$ cat src/design/priority_interrupt_unit_pkg.sv
// Constants, types and helper functions of the eight-level priority interrupt unit.
// Assumes a single 50 MHz clock domain and an 8-bit register port.
package priority_interrupt_unit_pkg;

    // ------------------------------------------------------------
    // Sizes
    // ------------------------------------------------------------
    localparam int LEVELS = 8;
    localparam int NUM_SRC = 26;
    localparam int SRC_SEL_W = 5;
    localparam int DATA_W = 8;
    localparam int ADDR_W = 4;
    localparam int EV_W = 3;

    // ------------------------------------------------------------
    // Register offsets
    // ------------------------------------------------------------
    localparam logic [3:0] REG_CTRL = 4'h0;
    localparam logic [3:0] REG_MASK = 4'h1;
    localparam logic [3:0] REG_BASE_LO = 4'h2;
    localparam logic [3:0] REG_BASE_HI = 4'h3;
    localparam logic [3:0] REG_REQ = 4'h4;
    localparam logic [3:0] REG_INSERV = 4'h5;
    localparam logic [3:0] REG_POLL = 4'h6;
    localparam logic [3:0] REG_EOI = 4'h7;
    localparam logic [3:0] REG_EV_STAT = 4'h8;
    localparam logic [3:0] REG_EV_MASK = 4'h9;

    // ------------------------------------------------------------
    // Field positions and reset values
    // ------------------------------------------------------------
    localparam int CTRL_MODE_LSB = 0;
    localparam int CTRL_SPACING_BIT = 2;
    localparam int CTRL_LOW_LSB = 4;
    localparam int POLL_VALID_BIT = 7;
    localparam int EV_VECTOR = 0;
    localparam int EV_SPURIOUS = 1;
    localparam int EV_POWER = 2;
    localparam logic [7:0] CTRL_RST = 8'h00;
    localparam logic [7:0] MASK_RST = 8'h00;
    localparam logic [7:0] BASE_RST = 8'h00;
    localparam logic [2:0] LOWEST_RST = 3'h7;
    localparam logic [2:0] NESTED_LOWEST = 3'h7;
    localparam logic [2:0] EV_RST = 3'h0;

    // ------------------------------------------------------------
    // Types
    // ------------------------------------------------------------
    typedef enum logic [1:0] {
        MODE_NESTED = 2'b00,
        MODE_AUTO = 2'b01,
        MODE_SPECIFIC = 2'b10,
        MODE_POLLED = 2'b11
    } mode_t;

    typedef struct packed {
        logic [8:0] bus;
        logic [7:0] direct;
        logic [1:0] timer;
        logic ser_tx_empty;
        logic ser_rx_ready;
        logic [3:0] par;
    } src_lines_t;

    typedef logic [LEVELS-1:0][SRC_SEL_W-1:0] route_map_t;

    typedef struct packed {
        logic valid;
        logic [15:0] addr;
    } vec_out_t;

    // ------------------------------------------------------------
    // Functions
    // ------------------------------------------------------------
    // Rank 0 is highest; the level just after the lowest one wins
    function automatic logic [2:0] level_rank(input logic [2:0] level, input logic [2:0] lowest);
        level_rank = 3'(level - lowest - 3'h1);
    endfunction

    // Table start keeps base bits above the table size, level scaled by spacing
    function automatic logic [15:0] vector_of(input logic [15:0] base, input logic [2:0] level,
                                              input logic spacing8);
        if (spacing8)
            vector_of = {base[15:6], level, 3'h0};
        else
            vector_of = {base[15:5], level, 2'h0};
    endfunction

endpackage

$ cat src/design/priority_resolver.sv
// Combinational picker of the best-ranked set bit among eight levels.
// Assumes the caller supplies the current lowest-priority level.
`timescale 1ns/1ps

module priority_resolver
    import priority_interrupt_unit_pkg::*;
(
    input wire logic [LEVELS-1:0] vec,
    input wire logic [2:0] lowest,
    output logic found,
    output logic [2:0] level,
    output logic [2:0] rank
);

    // ------------------------------------------------------------
    // Search
    // ------------------------------------------------------------
    // Plain loop; eight levels keep the comparator chain short
    always_comb
    begin
        found = 1'b0;
        level = 3'h0;
        rank = 3'h7;
        for (int i = 0; i < LEVELS; i++)
        begin
            if (vec[i] && (!found || level_rank(3'(i), lowest) < rank))
            begin
                found = 1'b1;
                level = 3'(i);
                rank = level_rank(3'(i), lowest);
            end
        end
    end

endmodule

$ cat src/design/priority_interrupt_unit.sv
// Eight-level vectored priority interrupt unit with register port and event interrupt.
// Assumes inputs synchronous to clk, one-cycle strobes and a one-cycle acknowledge pulse.
//
// Local design decisions: the strobed register port and the address map.
`timescale 1ns/1ps

// Functional notes
// Eight request levels, each with own vector
// Four modes, reprogrammable anytime without reset
// Interrupt only when pending outranks in-service
// Software mask byte, one bit per level
// Nested mode: level 0 highest, 7 lowest
// Auto mode: serviced level becomes lowest
// Specific mode: software names lowest level
// Polled mode: status read, no CPU interrupt
// Vector spacing of four or eight bytes
// Table relocatable on its own size boundary
// Four parallel port requests, jumper routed
// Two serial requests: receive ready, transmit empty
// Each timer drives one routed request
// Bus and direct peripheral lines drive requests
// Mains low warning raises power-fail request
// Acknowledge gives vector, marks in service
module priority_interrupt_unit
    import priority_interrupt_unit_pkg::*;
(
    input wire logic clk,
    input wire logic rst,
    input wire logic ce,
    input wire logic [ADDR_W-1:0] addr,
    input wire logic [DATA_W-1:0] wdata,
    input wire logic wr,
    input wire logic rd,
    output logic [DATA_W-1:0] rdata,
    input wire src_lines_t src,
    input wire logic mains_low_warning,
    input wire route_map_t jumper_sel,
    input wire logic inta,
    output logic cpu_int,
    output vec_out_t vector,
    output logic event_irq
);

    // ------------------------------------------------------------
    // State
    // ------------------------------------------------------------
    logic [7:0] ctrl_q, ctrl_d;
    logic [7:0] mask_q, mask_d;
    logic [7:0] base_lo_q, base_lo_d;
    logic [7:0] base_hi_q, base_hi_d;
    logic [LEVELS-1:0] req_q, req_d;
    logic [LEVELS-1:0] inserv_q, inserv_d;
    logic [LEVELS-1:0] line_q;
    logic [2:0] rot_low_q, rot_low_d;
    logic [EV_W-1:0] ev_stat_q, ev_stat_d;
    logic [EV_W-1:0] ev_mask_q, ev_mask_d;
    logic pf_q;
    logic cpu_int_q, cpu_int_d;
    vec_out_t vec_q, vec_d;
    logic [DATA_W-1:0] rdata_q, rdata_d;

    // ------------------------------------------------------------
    // Request routing
    // ------------------------------------------------------------
    logic [31:0] src_vec;
    logic [LEVELS-1:0] line;
    mode_t mode;
    logic spacing8;
    logic [2:0] lowest;
    logic [15:0] base;

    // Unused selector codes route nothing, so an open jumper is harmless
    assign src_vec = {6'h00, mains_low_warning, src};
    always_comb
    begin
        for (int l = 0; l < LEVELS; l++)
            line[l] = src_vec[jumper_sel[l]];
    end

    assign mode = mode_t'(ctrl_q[CTRL_MODE_LSB +: 2]);
    assign spacing8 = ctrl_q[CTRL_SPACING_BIT];
    assign base = {base_hi_q, base_lo_q};

    // Lowest level per mode; polled reuses fixed order
    always_comb
    begin
        case (mode)
            MODE_NESTED: lowest = NESTED_LOWEST;
            MODE_AUTO: lowest = rot_low_q;
            MODE_SPECIFIC: lowest = ctrl_q[CTRL_LOW_LSB +: 3];
            default: lowest = NESTED_LOWEST;
        endcase
    end

    // ------------------------------------------------------------
    // Priority resolution
    // ------------------------------------------------------------
    logic [LEVELS-1:0] pend;
    logic pend_found, isr_found;
    logic [2:0] pend_lvl, pend_rank, isr_lvl, isr_rank;
    logic outranks;

    assign pend = req_q & ~mask_q;

    priority_resolver u_pend (
        .vec(pend),
        .lowest(lowest),
        .found(pend_found),
        .level(pend_lvl),
        .rank(pend_rank)
    );

    priority_resolver u_isr (
        .vec(inserv_q),
        .lowest(lowest),
        .found(isr_found),
        .level(isr_lvl),
        .rank(isr_rank)
    );

    assign outranks = pend_found && (!isr_found || pend_rank < isr_rank);

    // ------------------------------------------------------------
    // Next state
    // ------------------------------------------------------------
    logic ack, poll_ack, eoi;
    logic [LEVELS-1:0] req_clr, isr_set, isr_clr;
    logic [EV_W-1:0] ev_set, ev_clr;

    // One process for all registers but the edge detectors; set terms always win over clears
    always_comb
    begin
        ctrl_d = ctrl_q;
        mask_d = mask_q;
        base_lo_d = base_lo_q;
        base_hi_d = base_hi_q;
        ev_mask_d = ev_mask_q;
        rot_low_d = rot_low_q;
        vec_d = '{valid: 1'b0, addr: vec_q.addr};
        rdata_d = 8'h00;
        req_clr = 8'h00;
        isr_set = 8'h00;
        isr_clr = 8'h00;
        ev_set = 3'h0;
        ev_clr = 3'h0;
        ack = inta && outranks && mode != MODE_POLLED;
        poll_ack = rd && addr == REG_POLL && mode == MODE_POLLED && pend_found;
        eoi = wr && addr == REG_EOI && isr_found;
        // Acknowledge: deliver vector, move level into service
        if (ack)
        begin
            req_clr = 8'h01 << pend_lvl;
            isr_set = 8'h01 << pend_lvl;
            vec_d = '{valid: 1'b1, addr: vector_of(base, pend_lvl, spacing8)};
            ev_set[EV_VECTOR] = 1'b1;
        end
        else if (inta)
            ev_set[EV_SPURIOUS] = 1'b1;
        // Status read doubles as acknowledge while polled
        if (poll_ack)
        begin
            req_clr = 8'h01 << pend_lvl;
            isr_set = 8'h01 << pend_lvl;
        end
        // End of interrupt retires the top in-service level
        if (eoi)
        begin
            isr_clr = 8'h01 << isr_lvl;
            if (mode == MODE_AUTO)
                rot_low_d = isr_lvl;
        end
        if (pf_q == 1'b0 && mains_low_warning)
            ev_set[EV_POWER] = 1'b1;
        // Register writes take effect on the next cycle, mode included
        if (wr)
        begin
            case (addr)
                REG_CTRL: ctrl_d = wdata;
                REG_MASK: mask_d = wdata;
                REG_BASE_LO: base_lo_d = wdata;
                REG_BASE_HI: base_hi_d = wdata;
                REG_EV_STAT: ev_clr = wdata[EV_W-1:0];
                REG_EV_MASK: ev_mask_d = wdata[EV_W-1:0];
                default: ;
            endcase
        end
        // Read data stands one cycle only; unmapped reads give zero
        if (rd)
        begin
            case (addr)
                REG_CTRL: rdata_d = ctrl_q;
                REG_MASK: rdata_d = mask_q;
                REG_BASE_LO: rdata_d = base_lo_q;
                REG_BASE_HI: rdata_d = base_hi_q;
                REG_REQ: rdata_d = req_q;
                REG_INSERV: rdata_d = inserv_q;
                REG_POLL: rdata_d = {pend_found, 4'h0, pend_lvl};
                REG_EV_STAT: rdata_d = {5'h00, ev_stat_q};
                REG_EV_MASK: rdata_d = {5'h00, ev_mask_q};
                default: rdata_d = 8'h00;
            endcase
        end
        // Rising edges latch requests, so a short pulse is not missed
        req_d = (req_q & ~req_clr) | (line & ~line_q);
        inserv_d = (inserv_q & ~isr_clr) | isr_set;
        ev_stat_d = (ev_stat_q & ~ev_clr) | ev_set;
        cpu_int_d = outranks && mode != MODE_POLLED && !ack;
    end

    // ------------------------------------------------------------
    // Registers
    // ------------------------------------------------------------
    // Clock enable low freezes everything, including the edge detectors
    always_ff @(posedge clk)
    begin
        if (rst)
        begin
            ctrl_q <= CTRL_RST;
            mask_q <= MASK_RST;
            base_lo_q <= BASE_RST;
            base_hi_q <= BASE_RST;
            req_q <= 8'h00;
            inserv_q <= 8'h00;
            line_q <= 8'h00;
            rot_low_q <= LOWEST_RST;
            ev_stat_q <= EV_RST;
            ev_mask_q <= EV_RST;
            pf_q <= 1'b0;
            cpu_int_q <= 1'b0;
            vec_q <= '{valid: 1'b0, addr: 16'h0000};
            rdata_q <= 8'h00;
        end
        else if (ce)
        begin
            ctrl_q <= ctrl_d;
            mask_q <= mask_d;
            base_lo_q <= base_lo_d;
            base_hi_q <= base_hi_d;
            req_q <= req_d;
            inserv_q <= inserv_d;
            line_q <= line;
            rot_low_q <= rot_low_d;
            ev_stat_q <= ev_stat_d;
            ev_mask_q <= ev_mask_d;
            pf_q <= mains_low_warning;
            cpu_int_q <= cpu_int_d;
            vec_q <= vec_d;
            rdata_q <= rdata_d;
        end
    end

    assign rdata = rdata_q;
    assign cpu_int = cpu_int_q;
    assign vector = vec_q;
    assign event_irq = |(ev_stat_q & ev_mask_q);

    // ------------------------------------------------------------
    // Assertions
    // ------------------------------------------------------------
    AST_POLLED_QUIET: assert property (@(posedge clk) disable iff (rst)
        (ce && mode == MODE_POLLED) |=> !cpu_int_q)
        else $error("cpu interrupt raised in polled mode");

    AST_INT_NEEDS_UNMASKED: assert property (@(posedge clk) disable iff (rst)
        ($rose(cpu_int_q) && $past(ce)) |-> |($past(req_q) & ~$past(mask_q)))
        else $error("cpu interrupt without unmasked request");

    AST_NO_INT_UNDER_SERVICE: assert property (@(posedge clk) disable iff (rst)
        (ce && isr_found && pend_found && pend_rank >= isr_rank) |=> !cpu_int_q)
        else $error("interrupt raised for level not outranking service");

    AST_NESTED_ZERO_WINS: assert property (@(posedge clk) disable iff (rst)
        (mode == MODE_NESTED && pend[0]) |-> (pend_found && pend_lvl == 3'h0))
        else $error("level 0 not highest in nested mode");

    AST_ROTATE_ON_EOI: assert property (@(posedge clk) disable iff (rst)
        (ce && mode == MODE_AUTO && eoi) |=> rot_low_q == $past(isr_lvl))
        else $error("serviced level did not become lowest");

    AST_SPECIFIC_NEXT_WINS: assert property (@(posedge clk) disable iff (rst)
        (mode == MODE_SPECIFIC && pend[3'(ctrl_q[CTRL_LOW_LSB +: 3] + 3'h1)])
        |-> pend_lvl == 3'(ctrl_q[CTRL_LOW_LSB +: 3] + 3'h1))
        else $error("level after named lowest did not win");

    AST_ACK_VECTOR: assert property (@(posedge clk) disable iff (rst)
        (ce && ack) |=> (vector.valid && inserv_q[$past(pend_lvl)] && !req_q[$past(pend_lvl)]))
        else $error("acknowledge did not deliver vector and service level");

    AST_VECTOR_SPACING: assert property (@(posedge clk) disable iff (rst)
        (ce && ack) |=> (vector.addr[4:2] == $past(pend_lvl) || vector.addr[5:3] == $past(pend_lvl))
        ##0 ($past(spacing8) ? vector.addr[2:0] == 3'h0 : vector.addr[1:0] == 2'h0))
        else $error("vector not spaced by four or eight bytes");

    AST_VECTOR_BASE: assert property (@(posedge clk) disable iff (rst)
        (ce && ack) |=> vector.addr[15:6] == $past(base[15:6]))
        else $error("vector left its relocated table");

    AST_POWER_EVENT: assert property (@(posedge clk) disable iff (rst)
        (ce && mains_low_warning && !pf_q) |=> ev_stat_q[EV_POWER])
        else $error("power fail event not recorded");

    COV_ACK: cover property (@(posedge clk) disable iff (rst) cpu_int_q ##1 ack ##1 vector.valid);
    COV_NESTED_INT: cover property (@(posedge clk) disable iff (rst) ack && isr_found);
    COV_POLL: cover property (@(posedge clk) disable iff (rst) poll_ack);
    COV_ROTATE: cover property (@(posedge clk) disable iff (rst) mode == MODE_AUTO && eoi);

endmodule

$ cat config.mk
export PLATFORM = sky130hd
export DESIGN_NAME = priority_interrupt_unit
export DESIGN_NICKNAME = d
export VERILOG_FILES = /design/src/design/priority_interrupt_unit_pkg.sv /design/src/design/priority_resolver.sv /design/src/design/priority_interrupt_unit.sv
export SDC_FILE = /design/constraint.sdc
export NUM_CORES = 1
export LEC_CHECK = 0
export BUFFER_PORTS_ARGS = -buffer_cell sky130_fd_sc_hd__buf_2
export CAP_MARGIN = 20
export CORE_UTILIZATION = 23
export DETAILED_ROUTE_END_ITERATION = 6
export SYNTH_ARGS = -nofsm -noshare
export SYNTH_HDL_FRONTEND = slang
export SYNTH_SLANG_ARGS = --single-unit
$ cat constraint.sdc
create_clock -name clk -period 34.3 [get_ports clk]
set_input_delay 1.715 -clock clk [delete_from_list [all_inputs] [get_ports clk]]
set_output_delay 1.715 -clock clk [all_outputs]
set_load 0.005 [all_outputs]
==> metrics.txt, run 1 <==
outcome completed; CTS tree yes; # Max-Cap Violations 0; initial antenna violation count 0; CTS clk-pin slew, worst paths 0.07 ns; vias in the first global route 7311; final wirelength 26.37 mm; Total GRT Usage 0.1435; WS Path Type reg -> reg; Vias 7844; CP required 34.54 ns; DR WL/cell 18.24 um; Compound-Gate Fraction of Synth Area 0.2155; post-CTS setup buffers 0; setup TNS 0 ns; Via-to-Cell Ratio 5.425; Fmax 61.19 MHz; largest family of logic cells by synthesized area multiplexers; share of layout cells above drive strength 1 0.2301; commonest non-fill, non-tap cell in the layout nor2_1; simple-gate portion of the synthesized area 0.1841; H-tree levels 3; most used cell, CP ha_1; Detail Placement HPWL 19.97 mm; EDFF count, synth 0; synth-to-layout area growth 15.25%; hold_buf cts 0; PD cells 39.29 nW/um2; relative slew slack 0.2826; commonest cells after routing, fill and taps aside nor2_1 (113), buf_2 (108), dfxtp_1 (90); total core area 34460 um2; fin nets 1101; DRC 0; XOR/XNOR Fraction of Synth Area 0.003271; RePlAce Congestion 0.9187; final period utilization 0.4764; worst skew pair latency 0.35 ns; largest net degree at the start of global routing 88; Fin. Hold Viols 0; register bit total from synthesis 90; n_diodes 0; IO Pins 111; Overflow after GRT 0; CP peak stage delay 0.54 ns; adder and majority gate portion of the synthesized area 0.04968; Seq/Total Area, Yosys 0.2243; WP data arrival 16.59 ns; fill cell count 3708; Core Rows 68; global-route wire length before repair 41.00 mm; Leakage 3.599 nW; CP startpoint ctrl_q[0]; clock skew 0.01075 ns; RSZ-0062 raised after global routing false; CP max-delay cell a2111oi_1; Layout Utilization 0.2687; RR Startpoint ctrl_q[0]; die width 188.9 um; Die Y-Extent 188.9 um; Setup crit start kind register; synth warn 0; CP endpoint kind register; distinct cell type count after synthesis 90; fin crit period 16.34 ns; starting DRC count in detailed routing 687; Synth Cell Area 8034 um2; HP Start line_q[1]; multiplexer share of the synthesized area 0.2794; post-cts sizing count 0; cells after synthesis 912; Slew @ Worst Pin 1.076 ns; root buf cell clkbuf_16; clk buf depth 2; setup violators final 0; fraction of registers with async set or reset after synthesis 0; CP max FO 24; Synth Flop Type dfxtp_1; Starting Density 0.2332; worst vdd ir 0.02793 mV; CTS buffer count 9; Slew Limit Fails 0; CTS Sinks 90; antenna viol nets, final 0; Avg Synthesized Cell Area 8.809 um2; Worst Hold Class reg -> reg; PortBufs 108; 1st-pass router iterations 5; Die Footprint 35680 um2
==> metrics by stage <==
| step | hold WS, ns | std cells | instance area, um2 | total power, mW | worst slack [ns] |
|---|---|---|---|---|---|
| final | 0.4622 | 1446 | 9259 | 0.3638 | 17.96 |
| after detailed placement | 0.4426 | 1430 | 8970 | 0.2662 | 18.35 |
| after floorplan | 0.4219 | 913 | 8038 | 0.2250 | 20.50 |
| after CTS | 0.4567 | 1446 | 9259 | 0.3620 | 18.27 |
| after global routing | 0.4887 | 1446 | 9259 | 0.3850 | 16.76 |
| after global placement | 0.4358 | 1430 | 8970 | 0.2658 | 18.66 |
==> cells in the mapped netlist (all sizes together), types with 8 or more instances <==
cell type | instances | area [um2]
mux2 | 15 | 172.7
a31oi | 18 | 133.9
a211oi | 8 | 65.06
buf | 13 | 80.07
inv | 30 | 112.6
nand3 | 18 | 90.09
nand2b | 15 | 93.84
mux2i | 81 | 810.8
nor2b | 17 | 106.4
nor3 | 19 | 95.09
or3 | 13 | 81.33
nor2 | 115 | 441.7
o31ai | 12 | 90.09
nand2 | 64 | 240.2
ha | 31 | 387.9
dfxtp | 90 | 1802
clkbuf | 40 | 150.1
a21oi | 63 | 315.3
o21a | 15 | 112.6
nor4 | 14 | 102.6
o211ai | 12 | 117.6
nand3b | 8 | 60.06
mux4 | 56 | 1261
o21ai | 40 | 207.7
==> layer usage <==
| layer | part of all wire | GRT usage | wire length (um) | vias to the layer above |
|---|---|---|---|---|
| met3 | 0.080 | 0.02206 | 2102 | 35 |
| met2 | 0.46 | 0.2320 | 12070 | 395 |
| met1 | 0.44 | 0.1964 | 11630 | 3759 |
| met5 | 0 | 0 | 0 | - |
| met4 | 0.022 | 0.04218 | 571 | 0 |
| li1 | - | - | - | 3655 |
==> state kept, by name, indices dropped and copies added, names as in the netlist, 8 cells and up <==
name and flops:
base_hi_q 8, base_lo_q 8, ctrl_q 8, inserv_q 8, line_q 8, mask_q 8, rdata 8, req_q 8
vector 15
==> layout make-up <==
class                           instances  area (um2)  area share
Inverter                               31       117.6     0.01270
Tap cell                              455       569.3     0.06149
Multi-Input combinational cell        739        5888      0.6359
Timing Repair Buffer                  115       593.1     0.06405
Clock inverter                          5       36.28    0.003919
Clock buffer                           11       252.7     0.02730
Sequential cell                        90        1802      0.1946
==> worst paths after layout <==
path | to | cells past startpoint | slack, ns
worst min-delay path | req_q[1] | 1 | 0.46
worst max-delay path | req_q[5] | 66 | 17.96
worst min register to register | req_q[1] | 1 | 0.46
worst max register to register | req_q[5] | 66 | 17.96
==> kinds of logic after synthesis <==
logic type	count (synthesis)
buffers and inverters	84
multiplexers	152
adder cells (fa/ha/maj)	32
other	1
flip-flops	90
XOR/XNOR	3
AND/OR/NAND/NOR	306
AO/OA/AOI/OAI	244
==> power by group <==
part,internal [mW],total (mW),switching (mW)
Combinational,0.0638,0.151,0.0877
Clock,0.0532,0.0969,0.0437
Sequential,0.109,0.115,0.00654
Total,0.226,0.364,0.138
==> critical path: cells and delay by family (launching register included) <==
family / cells / cell delay [ns]
AND/OR/NAND/NOR: 15 / 2.48
flip-flops: 1 / 0.41
buffers and inverters: 6 / 0.79
AO/OA/AOI/OAI: 33 / 8.37
multiplexers: 3 / 1.13
adder cells (fa/ha/maj): 9 / 3.02
No activity file was read; power rests on OpenSTA's default activity.
==> inputs of run 2 (changes only) <==
- clock period: 34.3 -> 14.7 ns (I/O delays scaled with it)
==> metrics.txt, run 2 (synthesized netlist as in run 1, its figures left out) <==
initial antenna violation count 0 (unchanged); final wirelength 26.86 mm (was 26.37 mm); most used cell, CP ha_1 (unchanged); H-tree levels 3 (unchanged); CTS clk-pin slew, worst paths 0.06 ns (was 0.07 ns); synth-to-layout area growth 19.97% (was 15.25%); fin nets 1132 (was 1101); Starting Density 0.2332 (unchanged); WP data arrival 14.19 ns (was 16.59 ns); clk buf depth 2 (unchanged); PD cells 90.57 nW/um2 (was 39.29 nW/um2); relative slew slack 0.2753 (was 0.2826); share of layout cells above drive strength 1 0.2750 (was 0.2301); Die Y-Extent 188.9 um (unchanged); commonest non-fill, non-tap cell in the layout nor2_1 (unchanged); WHS Endpoint req_q[1] (unchanged); commonest cells after routing, fill and taps aside nor2_1 (112), buf_2 (108), dfxtp_1 (89) (was nor2_1 (113), buf_2 (108), dfxtp_1 (90)); Via-to-Cell Ratio 5.422 (was 5.425); Slew @ Worst Pin 1.087 ns (was 1.076 ns); root buf cell clkbuf_16 (unchanged); Total GRT Usage 0.1468 (was 0.1435); Vias 8009 (was 7844); Slew Limit Fails 0 (unchanged); n_diodes 0 (unchanged); max FFs per register 15 (unchanged); Die Footprint 35680 um2 (unchanged); worst skew pair latency 0.35 ns (about the same); die width 188.9 um (unchanged); WS Path Type reg -> reg (unchanged); DR WL/cell 18.19 um (was 18.24 um); IO Pins 111 (unchanged); Worst Hold Class reg -> reg (unchanged); starting DRC count in detailed routing 693 (was 687); clock skew 0.008584 ns (was 0.01075 ns); Cell Area, Placed 9133 um2 (was 8970 um2); reg2reg setup slack 0.75 ns (was 17.96 ns); Detail Placement HPWL 20.52 mm (was 19.97 mm); setup TNS 0 ns (unchanged); hold depth 1 (unchanged); Fmax 71.69 MHz (was 61.19 MHz); largest net degree at the start of global routing 88 (unchanged); # Max-Cap Violations 0 (unchanged); worst reg-to-reg path cell count 62 (was 66); global-route wire length before repair 41.70 mm (was 41.00 mm); RePlAce Congestion 0.9227 (was 0.9187); worst vdd ir 0.06661 mV (was 0.02793 mV); DRC 0 (unchanged); CP peak stage delay 0.40 ns (was 0.54 ns); Setup crit start kind register (unchanged); CP max-delay cell o311a_1 (was a2111oi_1); Fin. Hold Viols 0 (unchanged); HP Start line_q[1] (unchanged); Final Cell Area 9638 um2 (was 9259 um2); CP max FO 8 (was 24); PortBufs 108 (unchanged); CP required 14.94 ns (was 34.54 ns); Leakage 3.788 nW (was 3.599 nW); CTS tree yes (unchanged); RR Endpoint inserv_q[6] (was req_q[5]); outcome completed (unchanged); total core area 34460 um2 (unchanged); CTS buffer count 9 (unchanged); CP endpoint kind register (unchanged); antenna viol nets, final 0 (unchanged); RR Startpoint ctrl_q[0] (unchanged); Core Rows 68 (unchanged); 1st-pass router iterations 5 (unchanged); final period utilization 0.9489 (was 0.4764); Overflow after GRT 0 (unchanged); fill cell count 3700 (was 3708); vias in the first global route 7439 (was 7311); setup violators final 0 (unchanged); fin crit period 13.95 ns (was 16.34 ns); CTS Sinks 90 (unchanged)
run 2: repair_timing:
item                       4_1_cts  5_1_grt
resized for setup                0       31
setup buffers                    0       11
setup endpoints to repair        0       34
hold buffers                     0        0
run 2: stage by stage:
stage | util | power [mW] | hold WS (ns) | instances | worst slack [ns]
after global placement | 0.2650 | 0.6336 | 0.4381 | 1450 | 0.7294
after floorplan | - | 0.5250 | 0.4219 | 913 | 0.9022
after CTS | 0.2732 | 0.8573 | 0.4436 | 1466 | 0.1534
after detailed placement | 0.2650 | 0.6361 | 0.4380 | 1450 | 0.2685
final | 0.2797 | 0.8729 | 0.4435 | 1477 | 0.7511
after global routing | 0.2797 | 0.9226 | 0.4559 | 1477 | -0.03105
run 2: power by group:
group	internal (mW)	total [mW]	switching, mW
Clock	0.120	0.220	0.101
Sequential	0.254	0.270	0.0154
Combinational	0.166	0.383	0.217
Total	0.540	0.873	0.333
run 2: final cells by class:
| class | count | area [um2] | area share |
|---|---|---|---|
| Tap cell | 455 | 569.3 | 0.05907 |
| Sequential cell | 90 | 1803 | 0.1871 |
| Timing Repair Buffer | 146 | 838.3 | 0.08698 |
| Inverter | 31 | 117.6 | 0.01220 |
| Multi-Input combinational cell | 739 | 6030 | 0.6256 |
| Clock inverter | 6 | 41.29 | 0.004284 |
| Clock buffer | 10 | 239.0 | 0.02480 |
run 2: worst max-delay path by stage:
stage,from,end,slack [ns],cells past startpoint
after global placement,ctrl_q[0],req_q[2],0.73,62
after detailed placement,ctrl_q[0],inserv_q[6],0.27,64
after floorplan,ctrl_q[0],vector[10],0.90,68
final,ctrl_q[0],inserv_q[6],0.75,62
after global routing,ctrl_q[0],req_q[2],-0.03,66
after CTS,ctrl_q[0],inserv_q[6],0.15,64
run 2: metal layers:
metal,up-vias,share of wire,global-route usage
li1,3709,-,-
met1,3851,0.43,0.1981
met2,404,0.46,0.2400
met3,45,0.078,0.02132
met4,0,0.027,0.04684
met5,-,0,0
run 2: worst max-delay path, delay by kind of cell, from the launching register on:
| family | cells | cell delay, ns |
|---|---|---|
| AO/OA/AOI/OAI | 31 | 6.93 |
| multiplexers | 4 | 1.35 |
| adder cells (fa/ha/maj) | 10 | 3.07 |
| flip-flops | 1 | 0.38 |
| AND/OR/NAND/NOR | 13 | 1.63 |
| buffers and inverters | 4 | 0.48 |
==> inputs of run 3 (changes only) <==
- GPL_TIMING_DRIVEN: default -> 0
- PLACE_DENSITY: default -> 0.47
==> metrics.txt, run 3 (synthesized netlist as in run 1, its figures left out) <==
final wirelength 30.17 mm (was 26.86 mm); CTS Sinks 90 (unchanged); WP data arrival 14.38 ns (was 14.19 ns); CP peak stage delay 0.53 ns (was 0.40 ns); final period utilization 0.9617 (was 0.9489); max FFs per register 15 (unchanged); Inst Count DP 1463 (was 1450); Slew @ Worst Pin 1.116 ns (was 1.087 ns); Power, Total 933.0 uW (was 872.9 uW); initial antenna violation count 0 (unchanged); CTS clk-pin slew, worst paths 0.07 ns (was 0.06 ns); antenna viol nets, final 0 (unchanged); setup TNS 0 ns (unchanged); most used cell, CP ha_1 (unchanged); Finished Layout Cells 1511 (was 1477); share of layout cells above drive strength 1 0.2869 (was 0.2750); CP endpoint kind register (unchanged); CP max FO 12 (was 8); Leakage 3.852 nW (was 3.788 nW); Setup crit start kind register (unchanged); Via-to-Cell Ratio 5.345 (was 5.422); vias in the first global route 7852 (was 7439); Die Footprint 35680 um2 (unchanged); Vias 8077 (was 8009); IO Pins 111 (unchanged); relative slew slack 0.2561 (was 0.2753); largest net degree at the start of global routing 16 (was 88); PortBufs 95 (was 108); Slew Limit Fails 0 (unchanged); Core Rows 68 (unchanged); total core area 34460 um2 (unchanged); die width 188.9 um (unchanged); DR WL/cell 19.96 um (was 18.19 um); outcome completed (unchanged); # Max-Cap Violations 0 (unchanged); starting DRC count in detailed routing 541 (was 693); global-route wire length before repair 46.36 mm (was 41.70 mm); CP required 14.94 ns (about the same); commonest cells after routing, fill and taps aside nor2_1 (112), buf_2 (98), dfxtp_1 (88) (was nor2_1 (112), buf_2 (108), dfxtp_1 (89)); Starting Density 0.2332 (unchanged); setup violators final 0 (unchanged); fin nets 1166 (was 1132); Worst Hold Class reg -> reg (unchanged); worst hold margin 0.4606 ns (was 0.4435 ns); CP max-delay cell a221o_2 (was o311a_1); commonest non-fill, non-tap cell in the layout nor2_1 (unchanged); Overflow after GRT 0 (unchanged); CTS buffer count 9 (unchanged); H-tree levels 3 (unchanged); WS Path Type reg -> reg (unchanged); RePlAce Congestion 0.8813 (was 0.9227); clk buf depth 2 (unchanged); worst skew pair latency 0.35 ns (about the same); synth-to-layout area growth 25.06% (was 19.97%); hold_buf cts 0 (unchanged); CTS tree yes (unchanged); PD cells 92.86 nW/um2 (was 90.57 nW/um2); Fin. Hold Viols 0 (unchanged); DRC 0 (unchanged); Total GRT Usage 0.1657 (was 0.1468); n_diodes 0 (unchanged); root buf cell clkbuf_16 (unchanged); 1st-pass router iterations 5 (unchanged); clock skew 0.01132 ns (was 0.008584 ns); Fmax 70.74 MHz (was 71.69 MHz); Detail Placement HPWL 23.02 mm (was 20.52 mm); Die Y-Extent 188.9 um (unchanged); fin crit period 14.14 ns (was 13.95 ns); worst vdd ir 0.05120 mV (was 0.06661 mV)
[run 3: cell count changes in the layout (fill, tap and decap cells not counted), sizes merged]
cell      previous run  this run
buf                146       141
bufinv               0         1
clkbuf              10        49
clkinv               6         4
clkinvlp             0         1
[run 3: power by group]
part           internal (mW)  leakage [nW]  switching, mW
clock                  0.132         0.143          0.104
combinational          0.188          2.98          0.243
sequential             0.254         0.732         0.0119
total                  0.574          3.85          0.359
[run 3: metrics by stage]
stage	util	setup WS [ns]	cell area (um2)
floorplan	-	0.9022	8038
global placement	0.2636	-2.615	9082
detailed placement	0.2637	-2.732	9087
CTS	0.2806	0.007162	9668
global route	0.2916	-0.05452	10050
finish	0.2916	0.5636	10050
[run 3: area by class of cell]
| cell class | count | area [um2] |
|---|---|---|
| inverters | 31 | 117.6 |
| clock buffers | 10 | 229.0 |
| fillers | 3724 | 24410 |
| well taps | 455 | 569.3 |
| plain buffers | 53 | 264.0 |
| clock inverters | 6 | 65.06 |
| flip-flops and latches | 90 | 1809 |
| repair buffers | 127 | 716.9 |
| multi-input cells | 739 | 6276 |
[run 3: metal layers]
| layer | share of wire | wire (um) | GRT usage |
|---|---|---|---|
| met5 | 0 | 0 | 0 |
| met4 | 0.015 | 461 | 0.03474 |
| met3 | 0.056 | 1687 | 0.02576 |
| met2 | 0.46 | 14000 | 0.2709 |
| met1 | 0.46 | 14020 | 0.2291 |
[run 3: final timing paths]
path | from | endpoint | slack [ns] | cells after the start
min reg2reg | line_q[1] | req_q[1] | 0.46 | 1
max reg2reg | ctrl_q[0] | req_q[5] | 0.56 | 70
min | line_q[1] | req_q[1] | 0.46 | 1
max | ctrl_q[0] | req_q[5] | 0.56 | 70
[run 3: worst max-delay path: cells and delay by family (launching register included)]
kind            cells  cell delay [ns]
compound gates     31             6.29
mux                 3             0.93
flops               1             0.39
buf+inv             8             1.30
simple gates       18             2.56
fa+ha+maj           9             2.31
xor+xnor            1             0.19
[run 3: repair_timing]
action | 4_1_cts | 5_1_grt
endpoints found under the setup margin | 37 | 34
hold endpoints to repair | 0 | 0
buffers inserted | 13 | 18
pin swaps | 8 | 20
resized for setup | 45 | 48
